==> config.mk <==
export PLATFORM = sky130hd
export DESIGN_NAME = tcr_config_regs
export DESIGN_NICKNAME = d
export VERILOG_FILES = /design/src/rtl/tcr_pkg.sv /design/src/rtl/tcr_config_regs.sv
export SDC_FILE = /design/constraint.sdc
export NUM_CORES = 1
export LEC_CHECK = 0
export BUFFER_PORTS_ARGS = -buffer_cell sky130_fd_sc_hd__buf_4
export CAP_MARGIN = 20
export CORE_UTILIZATION = 54
export CTS_CLUSTER_DIAMETER = 120
export DETAILED_ROUTE_END_ITERATION = 12
export GPL_TIMING_DRIVEN = 0
export PLACE_DENSITY_LB_ADDON = 0.12
export SLEW_MARGIN = 20
export SYNTH_ARGS = -nofsm -noshare
export SYNTH_HDL_FRONTEND = slang
export SYNTH_SLANG_ARGS = --single-unit
==> constraint.sdc <==
create_clock -name ref_clk -period 1.5 [get_ports ref_clk]
set_input_delay 0.3 -clock ref_clk [delete_from_list [all_inputs] [get_ports ref_clk]]
set_output_delay 0.3 -clock ref_clk [all_outputs]
set_load 0.05 [all_outputs]
==> src/rtl/tcr_pkg.sv <==
package tcr_pkg;
    // --------------------------------------------------------------
    // register indices (byte address is not used: plain port)
    // --------------------------------------------------------------
    localparam logic [2:0] ADDR_INTERRUPT_EDGE_DELAY_ONE = 3'h2;
    localparam logic [2:0] ADDR_TIMEOUT_DELAY_TWO        = 3'h3;
    localparam logic [2:0] ADDR_DELAY_THREE              = 3'h4;
    localparam logic [2:0] ADDR_FIRE_PULSE_CONFIG        = 3'h5;

    // --------------------------------------------------------------
    // reset values
    // --------------------------------------------------------------
    localparam logic [31:0] RST_REG2 = 32'h2000_0000;
    localparam logic [31:0] RST_REG3 = 32'h1800_0000;
    localparam logic [31:0] RST_REG4 = 32'h2000_0000;
    localparam logic [31:0] RST_REG5 = 32'h0000_0000;

    // --------------------------------------------------------------
    // field positions
    // --------------------------------------------------------------
    localparam int INT_TIMEOUT_BIT  = 31;
    localparam int INT_ENDHITS_BIT  = 30;
    localparam int INT_ALU_BIT      = 29;
    localparam int CH2_EDGE_BIT     = 28;
    localparam int CH1_EDGE_BIT     = 27;
    localparam int ERR_FILL_BIT     = 31;
    localparam int PRESCALE_HI      = 30;
    localparam int PRESCALE_LO      = 29;
    localparam int DELAY_HI         = 26;
    localparam int DELAY_LO         = 8;
    localparam int CFG_HI           = 31;
    localparam int CFG_LO           = 29;
    localparam int START_JIT_BIT    = 28;
    localparam int PHASE_OFF_BIT    = 27;
    localparam int REPEAT_HI        = 26;
    localparam int REPEAT_LO        = 24;
    localparam int INVERT_HI        = 23;
    localparam int INVERT_LO        = 8;
    localparam int TAG_HI           = 7;
    localparam int TAG_LO           = 0;

    localparam int DELAY_W   = 19;
    localparam int INVERT_W  = 15;

    localparam logic [31:0] TIMEOUT_FILL_VALUE = 32'h0FFF_FFFF;

    // --------------------------------------------------------------
    // timeout predivider figures (us at a 4 MHz fast clock)
    // --------------------------------------------------------------
    localparam int FAST_CLK_MHZ     = 4;
    localparam int TIMEOUT_US_0     = 64;
    localparam int TIMEOUT_US_1     = 256;
    localparam int TIMEOUT_US_2     = 1024;
    localparam int TIMEOUT_US_3     = 4096;
    localparam logic [14:0] TIMEOUT_CYC_0 = 15'(TIMEOUT_US_0 * FAST_CLK_MHZ);
    localparam logic [14:0] TIMEOUT_CYC_1 = 15'(TIMEOUT_US_1 * FAST_CLK_MHZ);
    localparam logic [14:0] TIMEOUT_CYC_2 = 15'(TIMEOUT_US_2 * FAST_CLK_MHZ);
    localparam logic [14:0] TIMEOUT_CYC_3 = 15'(TIMEOUT_US_3 * FAST_CLK_MHZ);
endpackage

==> src/rtl/tcr_config_regs.sv <==
// Strobed register access is this design's own decision.
`timescale 1ns/1ps

// Functional notes
// - timeout, end-hits, ALU interrupt enables at bits 31..29, ORed to one
// - external memory-done source enable from the memDoneIrqEn input ORed in
// - channel 2 edge bit set: both edges count, else one edge
// - channel 1 edge bit set: both edges count, else one edge
// - hit 1 stop window: unsigned 14.5 fixed point, reference periods
// - hit 2 stop window: same 19-bit fixed point format
// - hit 3 stop window: same 14.5 fixed point format
// - error fill on timeout makes result all-ones value hFFFFFFF
// - 2-bit timeout prescale code selects 64/256/1024/4096 us
// - bit31 invert downstream, bit30 enable up, bit29 enable down
// - start jitter bit switches on noise for the start channel
// - phase jitter off bit disables phase noise unit when set
// - fire sequence repeats 0 to 7 times per 3-bit field
// - per-pulse invert bit for up to 15 pulses, 1 = low-high jump
// - low 8 bits of each register are free tag storage
// - analog enable 0 selects digital stops, 1 selects analog mux
module tcr_config_regs
    import tcr_pkg::*;
(
    input  wire logic        ref_clk,
    input  wire logic        reset_n,
    input  wire logic [2:0]  regAddr,
    input  wire logic [31:0] regWdata,
    input  wire logic        regWrite,
    input  wire logic        regRead,
    output logic      [31:0] regRdata,
    input  wire logic        irqTimeout,
    input  wire logic        irqEndHits,
    input  wire logic        irqAlu,
    input  wire logic        irqMemDone,
    input  wire logic        memDoneIrqEn,
    input  wire logic        analogEnable,
    output logic             irqOut,
    output logic             ch1BothEdges,
    output logic             ch2BothEdges,
    output logic             stopAnalogSel,
    output logic [18:0]      stopWindowHit1,
    output logic [18:0]      stopWindowHit2,
    output logic [18:0]      stopWindowHit3,
    output logic             timeoutErrorFill,
    output logic [31:0]      timeoutFillValue,
    output logic [14:0]      timeoutCycles,
    output logic             fireUpEnable,
    output logic             fireDownEnable,
    output logic             fireDownInvert,
    output logic             startJitterOn,
    output logic             phaseJitterOn,
    output logic [2:0]       repeatCount,
    output logic [14:0]      perPulseInvert
);

    // --------------------------------------------------------------
    // register storage
    // --------------------------------------------------------------
    logic [31:0] reg2_r;
    logic [31:0] reg3_r;
    logic [31:0] reg4_r;
    logic [31:0] reg5_r;
    logic [31:0] regRdata_r;

    logic        irqOut_r;
    logic        ch1Edge_r;
    logic        ch2Edge_r;
    logic        analogSel_r;
    logic [18:0] win1_r;
    logic [18:0] win2_r;
    logic [18:0] win3_r;
    logic        errFill_r;
    logic [31:0] fillVal_r;
    logic [14:0] toCyc_r;
    logic        fireUp_r;
    logic        fireDown_r;
    logic        fireInv_r;
    logic        startJit_r;
    logic        phaseJit_r;
    logic [2:0]  repeat_r;
    logic [14:0] invert_r;

    // --------------------------------------------------------------
    // helpers
    // --------------------------------------------------------------
    // one index compare feeds both the write and the read path
    function automatic logic indexIs(input logic [2:0] addr,
                                     input logic [2:0] index);
        indexIs = (addr == index);
    endfunction

    // the three stop windows share one field position
    function automatic logic [DELAY_W-1:0] windowOf(input logic [31:0] word);
        windowOf = word[DELAY_HI:DELAY_LO];
    endfunction

    // --------------------------------------------------------------
    // decode
    // --------------------------------------------------------------
    wire logic hit2 = indexIs(regAddr, ADDR_INTERRUPT_EDGE_DELAY_ONE);
    wire logic hit3 = indexIs(regAddr, ADDR_TIMEOUT_DELAY_TWO);
    wire logic hit4 = indexIs(regAddr, ADDR_DELAY_THREE);
    wire logic hit5 = indexIs(regAddr, ADDR_FIRE_PULSE_CONFIG);

    // unmapped addresses read as zero
    wire logic [31:0] readMux = hit2 ? reg2_r :
                                hit3 ? reg3_r :
                                hit4 ? reg4_r :
                                hit5 ? reg5_r : 32'h0000_0000;

    // --------------------------------------------------------------
    // storage next values
    // --------------------------------------------------------------
    // hold until rewrite
    wire logic [31:0] reg2_nxt = (regWrite && hit2) ? regWdata : reg2_r;
    wire logic [31:0] reg3_nxt = (regWrite && hit3) ? regWdata : reg3_r;
    wire logic [31:0] reg4_nxt = (regWrite && hit4) ? regWdata : reg4_r;
    // bit 23 kept as written; host keeps it zero
    wire logic [31:0] reg5_nxt = (regWrite && hit5) ? regWdata : reg5_r;

    // tag bits read back verbatim
    // zero outside the answer cycle, so a stale word never lingers
    wire logic [31:0] regRdata_nxt = regRead ? readMux : 32'h0000_0000;

    // --------------------------------------------------------------
    // storage, one flip-flop bank per register
    // --------------------------------------------------------------
    always_ff @(posedge ref_clk or negedge reset_n) begin
        if (!reset_n) begin
            reg2_r <= RST_REG2;
        end else begin
            reg2_r <= reg2_nxt;
        end
    end

    always_ff @(posedge ref_clk or negedge reset_n) begin
        if (!reset_n) begin
            reg3_r <= RST_REG3;
        end else begin
            reg3_r <= reg3_nxt;
        end
    end

    always_ff @(posedge ref_clk or negedge reset_n) begin
        if (!reset_n) begin
            reg4_r <= RST_REG4;
        end else begin
            reg4_r <= reg4_nxt;
        end
    end

    always_ff @(posedge ref_clk or negedge reset_n) begin
        if (!reset_n) begin
            reg5_r <= RST_REG5;
        end else begin
            reg5_r <= reg5_nxt;
        end
    end

    always_ff @(posedge ref_clk or negedge reset_n) begin
        if (!reset_n) begin
            regRdata_r <= 32'h0000_0000;
        end else begin
            regRdata_r <= regRdata_nxt;
        end
    end

    // --------------------------------------------------------------
    // field decode
    // --------------------------------------------------------------
    // enabled sources ORed
    wire logic irqOut_nxt = (reg2_r[INT_TIMEOUT_BIT] & irqTimeout)
                          | (reg2_r[INT_ENDHITS_BIT] & irqEndHits)
                          | (reg2_r[INT_ALU_BIT] & irqAlu)
                          | (memDoneIrqEn & irqMemDone);

    wire logic [1:0]  preSel    = reg3_r[PRESCALE_HI:PRESCALE_LO];
    wire logic [14:0] toCyc_nxt = (preSel == 2'h0) ? TIMEOUT_CYC_0 :
                                  (preSel == 2'h1) ? TIMEOUT_CYC_1 :
                                  (preSel == 2'h2) ? TIMEOUT_CYC_2 :
                                                     TIMEOUT_CYC_3;

    wire logic [31:0] fillVal_nxt = reg3_r[ERR_FILL_BIT] ? TIMEOUT_FILL_VALUE
                                                         : 32'h0000_0000;

    // windows pass as written; host zeroes them in digital mode
    wire logic [18:0] win1_nxt = windowOf(reg2_r);
    wire logic [18:0] win2_nxt = windowOf(reg3_r);
    wire logic [18:0] win3_nxt = windowOf(reg4_r);

    // pattern 011 is not guarded; host never writes it
    wire logic fireInv_nxt  = reg5_r[CFG_HI];
    wire logic fireUp_nxt   = reg5_r[CFG_HI-1];
    wire logic fireDown_nxt = reg5_r[CFG_LO];

    // --------------------------------------------------------------
    // interrupt output
    // --------------------------------------------------------------
    // sources share this clock, so one register is all the delay
    always_ff @(posedge ref_clk or negedge reset_n) begin
        if (!reset_n) begin
            irqOut_r <= 1'b0;
        end else begin
            irqOut_r <= irqOut_nxt;
        end
    end

    // --------------------------------------------------------------
    // stop path controls, one cycle behind the storage (analog select behind analogEnable)
    // --------------------------------------------------------------
    always_ff @(posedge ref_clk or negedge reset_n) begin
        if (!reset_n) begin
            ch1Edge_r   <= RST_REG2[CH1_EDGE_BIT];
            ch2Edge_r   <= RST_REG2[CH2_EDGE_BIT];
            analogSel_r <= 1'b0;
            win1_r      <= RST_REG2[DELAY_HI:DELAY_LO];
            win2_r      <= RST_REG3[DELAY_HI:DELAY_LO];
            win3_r      <= RST_REG4[DELAY_HI:DELAY_LO];
        end else begin
            ch1Edge_r   <= reg2_r[CH1_EDGE_BIT];
            ch2Edge_r   <= reg2_r[CH2_EDGE_BIT];
            analogSel_r <= analogEnable;
            win1_r      <= win1_nxt;
            win2_r      <= win2_nxt;
            win3_r      <= win3_nxt;
        end
    end

    // --------------------------------------------------------------
    // timeout controls, one cycle behind the storage
    // --------------------------------------------------------------
    always_ff @(posedge ref_clk or negedge reset_n) begin
        if (!reset_n) begin
            errFill_r <= RST_REG3[ERR_FILL_BIT];
            fillVal_r <= 32'h0000_0000;
            toCyc_r   <= TIMEOUT_CYC_0;
        end else begin
            errFill_r <= reg3_r[ERR_FILL_BIT];
            fillVal_r <= fillVal_nxt;
            toCyc_r   <= toCyc_nxt;
        end
    end

    // --------------------------------------------------------------
    // fire generator controls, one cycle behind the storage
    // --------------------------------------------------------------
    always_ff @(posedge ref_clk or negedge reset_n) begin
        if (!reset_n) begin
            fireInv_r  <= RST_REG5[CFG_HI];
            fireUp_r   <= RST_REG5[CFG_HI-1];
            fireDown_r <= RST_REG5[CFG_LO];
            startJit_r <= RST_REG5[START_JIT_BIT];
            phaseJit_r <= ~RST_REG5[PHASE_OFF_BIT];
            repeat_r   <= RST_REG5[REPEAT_HI:REPEAT_LO];
            invert_r   <= RST_REG5[INVERT_HI-1:INVERT_LO];
        end else begin
            fireInv_r  <= fireInv_nxt;
            fireUp_r   <= fireUp_nxt;
            fireDown_r <= fireDown_nxt;
            startJit_r <= reg5_r[START_JIT_BIT];
            phaseJit_r <= ~reg5_r[PHASE_OFF_BIT];
            repeat_r   <= reg5_r[REPEAT_HI:REPEAT_LO];
            // invert bits, bit 23 left out
            // bit 23 must stay zero, so it never reaches the generator
            invert_r   <= reg5_r[INVERT_HI-1:INVERT_LO];
        end
    end

    assign regRdata         = regRdata_r;
    assign irqOut           = irqOut_r;
    assign ch1BothEdges     = ch1Edge_r;
    assign ch2BothEdges     = ch2Edge_r;
    assign stopAnalogSel    = analogSel_r;
    assign stopWindowHit1   = win1_r;
    assign stopWindowHit2   = win2_r;
    assign stopWindowHit3   = win3_r;
    assign timeoutErrorFill = errFill_r;
    assign timeoutFillValue = fillVal_r;
    assign timeoutCycles    = toCyc_r;
    assign fireUpEnable     = fireUp_r;
    assign fireDownEnable   = fireDown_r;
    assign fireDownInvert   = fireInv_r;
    assign startJitterOn    = startJit_r;
    assign phaseJitterOn    = phaseJit_r;
    assign repeatCount      = repeat_r;
    assign perPulseInvert   = invert_r;

endmodule

Word level (Yosys, flattened, before mapping)
Cells that the tools add are included.
- word-level logic and storage cells: 50
- register bits after elaboration: 288
- input bits: 45
- eq/ne operators: 6
- multiplexer cells: 9
- bitwise logic cells: 8
- reductions and logical operators: 5
- operators by type and width (cell ; count):
    2-to-1 mux 32 bit ; 5
    2-to-1 mux 15 bit ; 3
    2-to-1 mux 28 bit ; 1
    equality test 3 x 2 -> 1 bit (second input constant) ; 2
    equality test 3 bit (second input constant) ; 2
    AND 1 bit ; 4
    logical AND 1 bit ; 4
    bitwise OR 1 bit ; 3
    equality test 2 x 1 -> 1 bit (second input constant) ; 1
    equality test 2 bit (second input constant) ; 1
    logical NOT 2 bit ; 1
    NOT 1 bit ; 1

Longest topological paths before layout
Gate-level depths: netlist of the first run.
- word-level depth: 6
- depth in mapped cells: 5
- gate-level depth less buffers: 3

Least setup slack after synthesis of the first run
Ideal clock, no wire load.
- path type: register -> output
- start: register timeoutFillValue[26] (netlist name)
- end: output port timeoutFillValue[0]
- setup slack: -0.150 ns
- data arrival time: 1.350 ns
- cell stages (with the launch flop): 2
- path through: dfrtp_1 buf_4
- RTL lines (what ; line ; text):
    end: declaration ; tcr_config_regs.sv:45 ; output logic [31:0] timeoutFillValue,

==> flow_summary.yaml, run 1 <==
power:
  p_leak_nw: 5.75
  pwr-share-seq_pct: 42.5
  switching_share_pct: 34.1
  clockPowerShare_pct: 28.1
  combPwrFrac_pct: 29.4
  power_w: 0.0209
  vdd.ir_drop.worst_uv: 1200
  p_switching_w: 0.00711
  power_density_nw_per_um2: 1730
  p_int_w: 0.0137
sta:
  fmax_mhz: 568
  hold_viol_final: 0
  tightest_slew_ps: 718
  slew_viol_final: 0
  min_period_over_period_pct: 117
  rsz0062_at_grt: "true"
  setup_tns_ps: -7270
  fin_skew_ps: 11.0
  layout_setup_ws_ps: -262
  final-setup-viol-count: 29
  relSlewSlack_pct: 52.1
  fin_crit_ps: 1760
outcome:
  violations: "negative setup slack"
  outcome: "finished with violations"
grt:
  gr-total-overflow: 0
  grt_pass1_vias: 5977
  grt_max_degree: 103
  grt_pass1_wl_um: 32700
  grt_use_total_pct: 24.2
  antenna_found_initial: 0
worst_setup_path:
  cp_data_arrival_time_ps: 1460
  endpoint_kind: "output port"
  critical_path_class: "reg -> out"
  required_ps: 1200
  critPathLaunchType: "flop"
  worst-path-max-fanout: 14
floorplan:
  die_w_um: 133
  start_util_pct: 55.3
  die_h_um: 133
  ioPinCount: 209
  core_area_um2: 16600
  rows: 47
  die-area_um2: 17600
place:
  placed_area_um2: 11000
  dp_hpwl_um: 13700
  gp_congestion: 0.763
  port_buffers: 192
clocking:
  cts_made_buffers: 24
  clkTransAtPathRegs_ps: 60
  clk_path_buf_depth: 3
  clkLatencyLatePin_ps: 510
  root_buffer: "clkbuf_16"
  h-tree-depth: 1
  cts_tree: "done"
  cts_sinks: 249
route:
  top_layer: "met4"
  routed_via_density: 5.33
  drt-met1-wl_um: 8480
  ant_nets: 0
  wl_per_cell_um: 19.2
  route.met3.wl_um: 1380
  drc: 0
  drtIter0Drc: 223
  num_vias: 5740
  wl_met2_um: 10500
  wirelength_um: 20700
  dr.pass1.iters: 5
final_layout:
  area_delta_synth_final_pct: 30.9
  fin_area_um2: 12100
  layout-drive-gt1-share_pct: 36.5
  fin_nets: 886
  diodes: 0
  fill_cells: 1106
yosys:
  seq_area_frac_synth_pct: 67.7
  synth_edf_count: 0
  async_reset_ff_share_pct: 100
  ys_warn_count: 0
  yosys_most_used_dff: "dfrtp_1"
  synthCells: 602
  synthDistinctLibCells: 31
  synth_area_leader_cell: "dfrtp_1"
  ys_seq_elements: 249
  syn_avg_cell_area_um2: 15.3
  synth_top_cell_area_share_pct: 66.0
  syn_area_um2: 9210
  synth_area_leaders: "dfrtp_1 66%, mux2_1 15%, buf_4 4.2%"
job:
  maxCapViolCount: 0
min_path:
  min_path_type: "in -> reg"
-- synthesized netlist by cell type (2+ instances only) --
cell type  instances
buf_6              3
clkbuf_1          14
and2_1            13
mux2i_1           24
o21ai_1            2
o22ai_1           12
nand2b_1           2
nor2b_1            2
a22oi_1            2
o21ai_0           18
mux2_1           124
dfstp_2            6
mux2_2             4
dfrtp_1          243
a32oi_1           20
buf_4             52
buf_2              7
a21oi_1           40
nor2_1             2
-- registers in the layout, indices dropped and copies added (netlist names) --
signal	cells
fireDownInvert	1
stopWindowHit1	19
reg3_r	32
startJitterOn	1
repeatCount	3
reg2_r	32
reg5_r	32
timeoutFillValue	1
ch1BothEdges	1
fireDownEnable	1
stopWindowHit2	19
perPulseInvert	15
timeoutCycles	4
fireUpEnable	1
ch2BothEdges	1
irqOut	1
stopWindowHit3	19
stopAnalogSel	1
regRdata	32
reg4_r	32
phaseJitterOn	1
-- logic make-up after synthesis --
kind of cell           after synthesis  share of synthesized area (%)
other                                1                         0.0407
DFF                                249                           67.7
AOI/OAI and AO/OA                   94                           6.14
muxes                              152                           18.3
buffers and inverters               77                           5.60
and+or+nand+nor                     29                           2.23
-- placed cells by master (no fill, tap or decap), types with 4 or more instances in the layout --
master and count:
clkinv_2 5, buf_2 7, mux2_2 4, clkbuf_8 6
dfrtp_1 242, buf_8 10, o21ai_0 18, a32oi_1 20
and2_1 13, clkbuf_16 25, conb_1 15, o22ai_1 12
clkbuf_1 19, mux2_1 124, buf_4 207, buf_6 32
mux2i_1 24, a21oi_1 40, dfstp_2 6
-- critical path, cell delays in order, from the launching register on --
cell	delay, ps
dfrtp_4	520
buf_12	160
buf_4	130
buf_6	140
-- power groups by stage --
stage	sequential (W)	clock, W	combinational [W]
2_1_floorplan	0.0109	0	0.00188
3_3_place_gp	0.00893	0	0.00569
3_5_place_dp	0.00901	0	0.00582
4_1_cts	0.00887	0.00596	0.00615
5_1_grt	0.00902	0.00626	0.00638
6_report	0.00887	0.00586	0.00613
-- layer usage --
metal	up-vias	global-route usage, %
li1	2535	-
met1	2963	31.7
met2	217	41.1
met3	25	5.17
met4	0	6.83
met5	-	0
-- cell type report --
type / count / area, um2 / area share, %
flip-flops and latches: 249 / 6240 / 51.8
inverters: 1 / 3.75 / 0.0311
repair buffers: 199 / 1710 / 14.2
clock buffers: 36 / 727 / 6.03
plain buffers: 76 / 534 / 4.43
well taps: 220 / 275 / 2.28
multi-input cells: 290 / 2510 / 20.8
clock inverters: 6 / 55.1 / 0.457
-- through the flow --
step	hold slack, ps	util, %	worst slack (ps)	cells
2_1_floorplan	4.41	-	50.7	616
3_3_place_gp	376	66.0	-1790	1028
3_5_place_dp	245	66.4	-235	1030
4_1_cts	14.2	72.4	-260	1077
5_1_grt	20.8	72.5	-294	1077
6_report	26.4	72.5	-262	1077
-- path summary, 6_finish.rpt --
kind / start / to / slack [ps] / depth (start not counted)
worst max-delay path: timeoutFillValue[26]$_DFF_PN0_ / timeoutFillValue[22] / -260 / 3
worst min-delay path: regWdata[18] / reg5_r[18]$_DFFE_PN0P_ / 30 / 2
worst max register to register: reg2_r[29]$_DFFE_PN1P_ / regRdata[29]$_DFF_PN0_ / 480 / 3
worst min register to register: reg2_r[23]$_DFFE_PN0P_ / stopWindowHit1[15]$_DFF_PN0_ / 390 / 0
max in group asynchronous: reset_n / reg3_r[28]$_DFFE_PN1P_ / 370 / 3
min in group asynchronous: reset_n / stopAnalogSel$_DFF_PN0_ / 300 / 2
-- what timing repair did --
item	in CTS	in global routing
endpoints found under the setup margin	31	31
hold endpoints to repair	52	0
hold buffers	2	0
setup buffers	3	0
resized for setup	48	3
Note: power is estimated with default switching activity, not from simulation.
==> inputs of run 2 (changes only) <==
- CORE_UTILIZATION: 54 -> 58
- CTS_CLUSTER_DIAMETER: 120 -> 100
- RECOVER_POWER: not set -> 25
- clock period: 1.5 -> 2.2 ns (I/O delays scaled with it)
==> run 2 against run 1 <==
  * The run now ends clean
  * Final area fell by 2.0%
  * Clock-buffer cell count fell by 1
  * Utilization grew 4.5 points
  * Clock skew down 4.3 ps
  * Via count is 0.16% higher
  * Power down 32%
  * Global-route usage up 1.9 points
  * Critical path type unchanged
  * Critical endpoint is now timeoutFillValue[7]
  * Highest routed layer unchanged
==> flow_summary.yaml, run 2 (same netlist as run 1, synthesis figures left out) <==
route:
  ant_nets: 0
  wirelength_um: 20600
  wl_met2_um: 10600
  drtIter0Drc: 355
  routed_via_density: 5.39
  route.met3.wl_um: 1280
  drc: 0
  wl_per_cell_um: 19.3
  drt-met1-wl_um: 8500
  top_layer: "met4"
  dr.pass1.iters: 5
  num_vias: 5749
power:
  p_leak_nw: 5.67
  power_w: 0.0142
  power_density_nw_per_um2: 1200
  vdd.ir_drop.worst_uv: 751
worst_setup_path:
  worst-path-max-fanout: 29
  cp_data_arrival_time_ps: 1560
  required_ps: 1760
  crit_top_cell: "buf_4"
  crit_buf_inv: 2
  cpPeakStageDelay_ps: 660
  critPathSlowestCell: "dfrtp_2"
  endpoint_kind: "output port"
  critPathLaunchType: "flop"
  cp_cell_sequence: "buf_4, buf_4"
  cpLargestDelayFamily: "flip-flops"
  critical_path_class: "reg -> out"
final_layout:
  diodes: 0
  final_cell_mix: "242 x dfrtp_1, 240 x buf_4, 124 x mux2_1"
  fin_cells: 1066
  layout-drive-gt1-share_pct: 35.8
  fill_cells: 1005
  area_delta_synth_final_pct: 28.4
  fin_nets: 882
  ff_latch_area_um2: 6240
  multi_input_area_um2: 2480
  fin_area_um2: 11800
  final_common_cell: "dfrtp_1"
sta:
  hold_viol_final: 0
  tightest_slew_ps: 1220
  fmax_mhz: 501
  hold_slack_ps: 69.9
  rsz0062_at_grt: "false"
  slew_viol_final: 0
  fin_crit_ps: 2000
  relSlewSlack_pct: 18.5
  setup_tns_ps: 0
  fin_skew_ps: 6.73
  min_period_over_period_pct: 90.7
  final-setup-viol-count: 0
place:
  dp_hpwl_um: 13600
  gp_congestion: 0.797
  placed_area_um2: 11000
  port_buffers: 192
  dp.cells: 1021
floorplan:
  start_util_pct: 59.9
  die-area_um2: 16400
  rows: 45
  ioPinCount: 209
  die_w_um: 128
  die_h_um: 128
  core_area_um2: 15400
clocking:
  clkTransAtPathRegs_ps: 60
  h-tree-depth: 1
  clk_path_buf_depth: 3
  cts_sinks: 249
  cts_tree: "done"
  clkLatencyLatePin_ps: 500
  cts_made_buffers: 24
  cts_setup_buffers: 0
  root_buffer: "clkbuf_16"
grt:
  antenna_found_initial: 0
  grt_use_total_pct: 26.1
  grt_max_degree: 100
  grt_pass1_wl_um: 32400
  gr-total-overflow: 0
  grt_pass1_vias: 5928
job:
  maxCapViolCount: 0
min_path:
  min_path_type: "in -> reg"
outcome:
  outcome: "finished, final reports clean"
[run 2: worst paths after layout]
| check | slack (ps) | startpoint | cells after the start | endpoint |
|---|---|---|---|---|
| worst max register to register | 1190 | reg3_r[28]$_DFFE_PN1P_ | 3 | regRdata[28]$_DFF_PN0_ |
| min in group asynchronous | 780 | reset_n | 2 | stopWindowHit3[11]$_DFF_PN0_ |
| max in group asynchronous | 370 | reset_n | 3 | phaseJitterOn$_DFF_PN1_ |
| worst min register to register | 390 | reg2_r[25]$_DFFE_PN0P_ | 0 | stopWindowHit1[17]$_DFF_PN0_ |
| worst max-delay path | 200 | timeoutFillValue[26]$_DFF_PN0_ | 2 | timeoutFillValue[7] |
| worst min-delay path | 70 | analogEnable | 1 | stopAnalogSel$_DFF_PN0_ |
[run 2: metrics by stage]
step           util [%]  worst slack (ps)
6_report           76.9               205
5_1_grt            76.9               104
4_1_cts            77.2               193
3_5_place_dp       71.8               328
3_3_place_gp       71.4             -1010
2_1_floorplan         -               410
[run 2: layer usage]
metal	vias to the layer above	global-route usage [%]
met4	0	6.23
met3	31	4.92
li1	2536	-
met2	232	44.3
met1	2950	35.2
met5	-	0
[run 2: what timing repair did]
item,4_1_cts,5_1_grt
setup endpoints to repair,28,0
endpoints found under the hold margin,87,0
hold buffers,1,0
gates resized for setup,1,0
[run 2: final cells by class]
type	count	area share, %
Tap cell	211	2.23
Buffer	76	4.30
Sequential cell	249	52.8
Inverter	1	0.0317
Multi-Input combinational cell	290	20.9
Clock inverter	9	0.804
Timing Repair Buffer	195	12.7
Clock buffer	35	6.20
[run 2: worst register-to-register path, delay by kind of cell (launching register included)]
family          cells  cell delay (ps)
compound gates      1              180
flops               1              530
mux                 1               70
simple gates        1              160
[run 2: power by group]
group          switching [W]  internal (W)
Sequential          0.000568       0.00552
Clock                0.00163       0.00254
Combinational        0.00265       0.00130
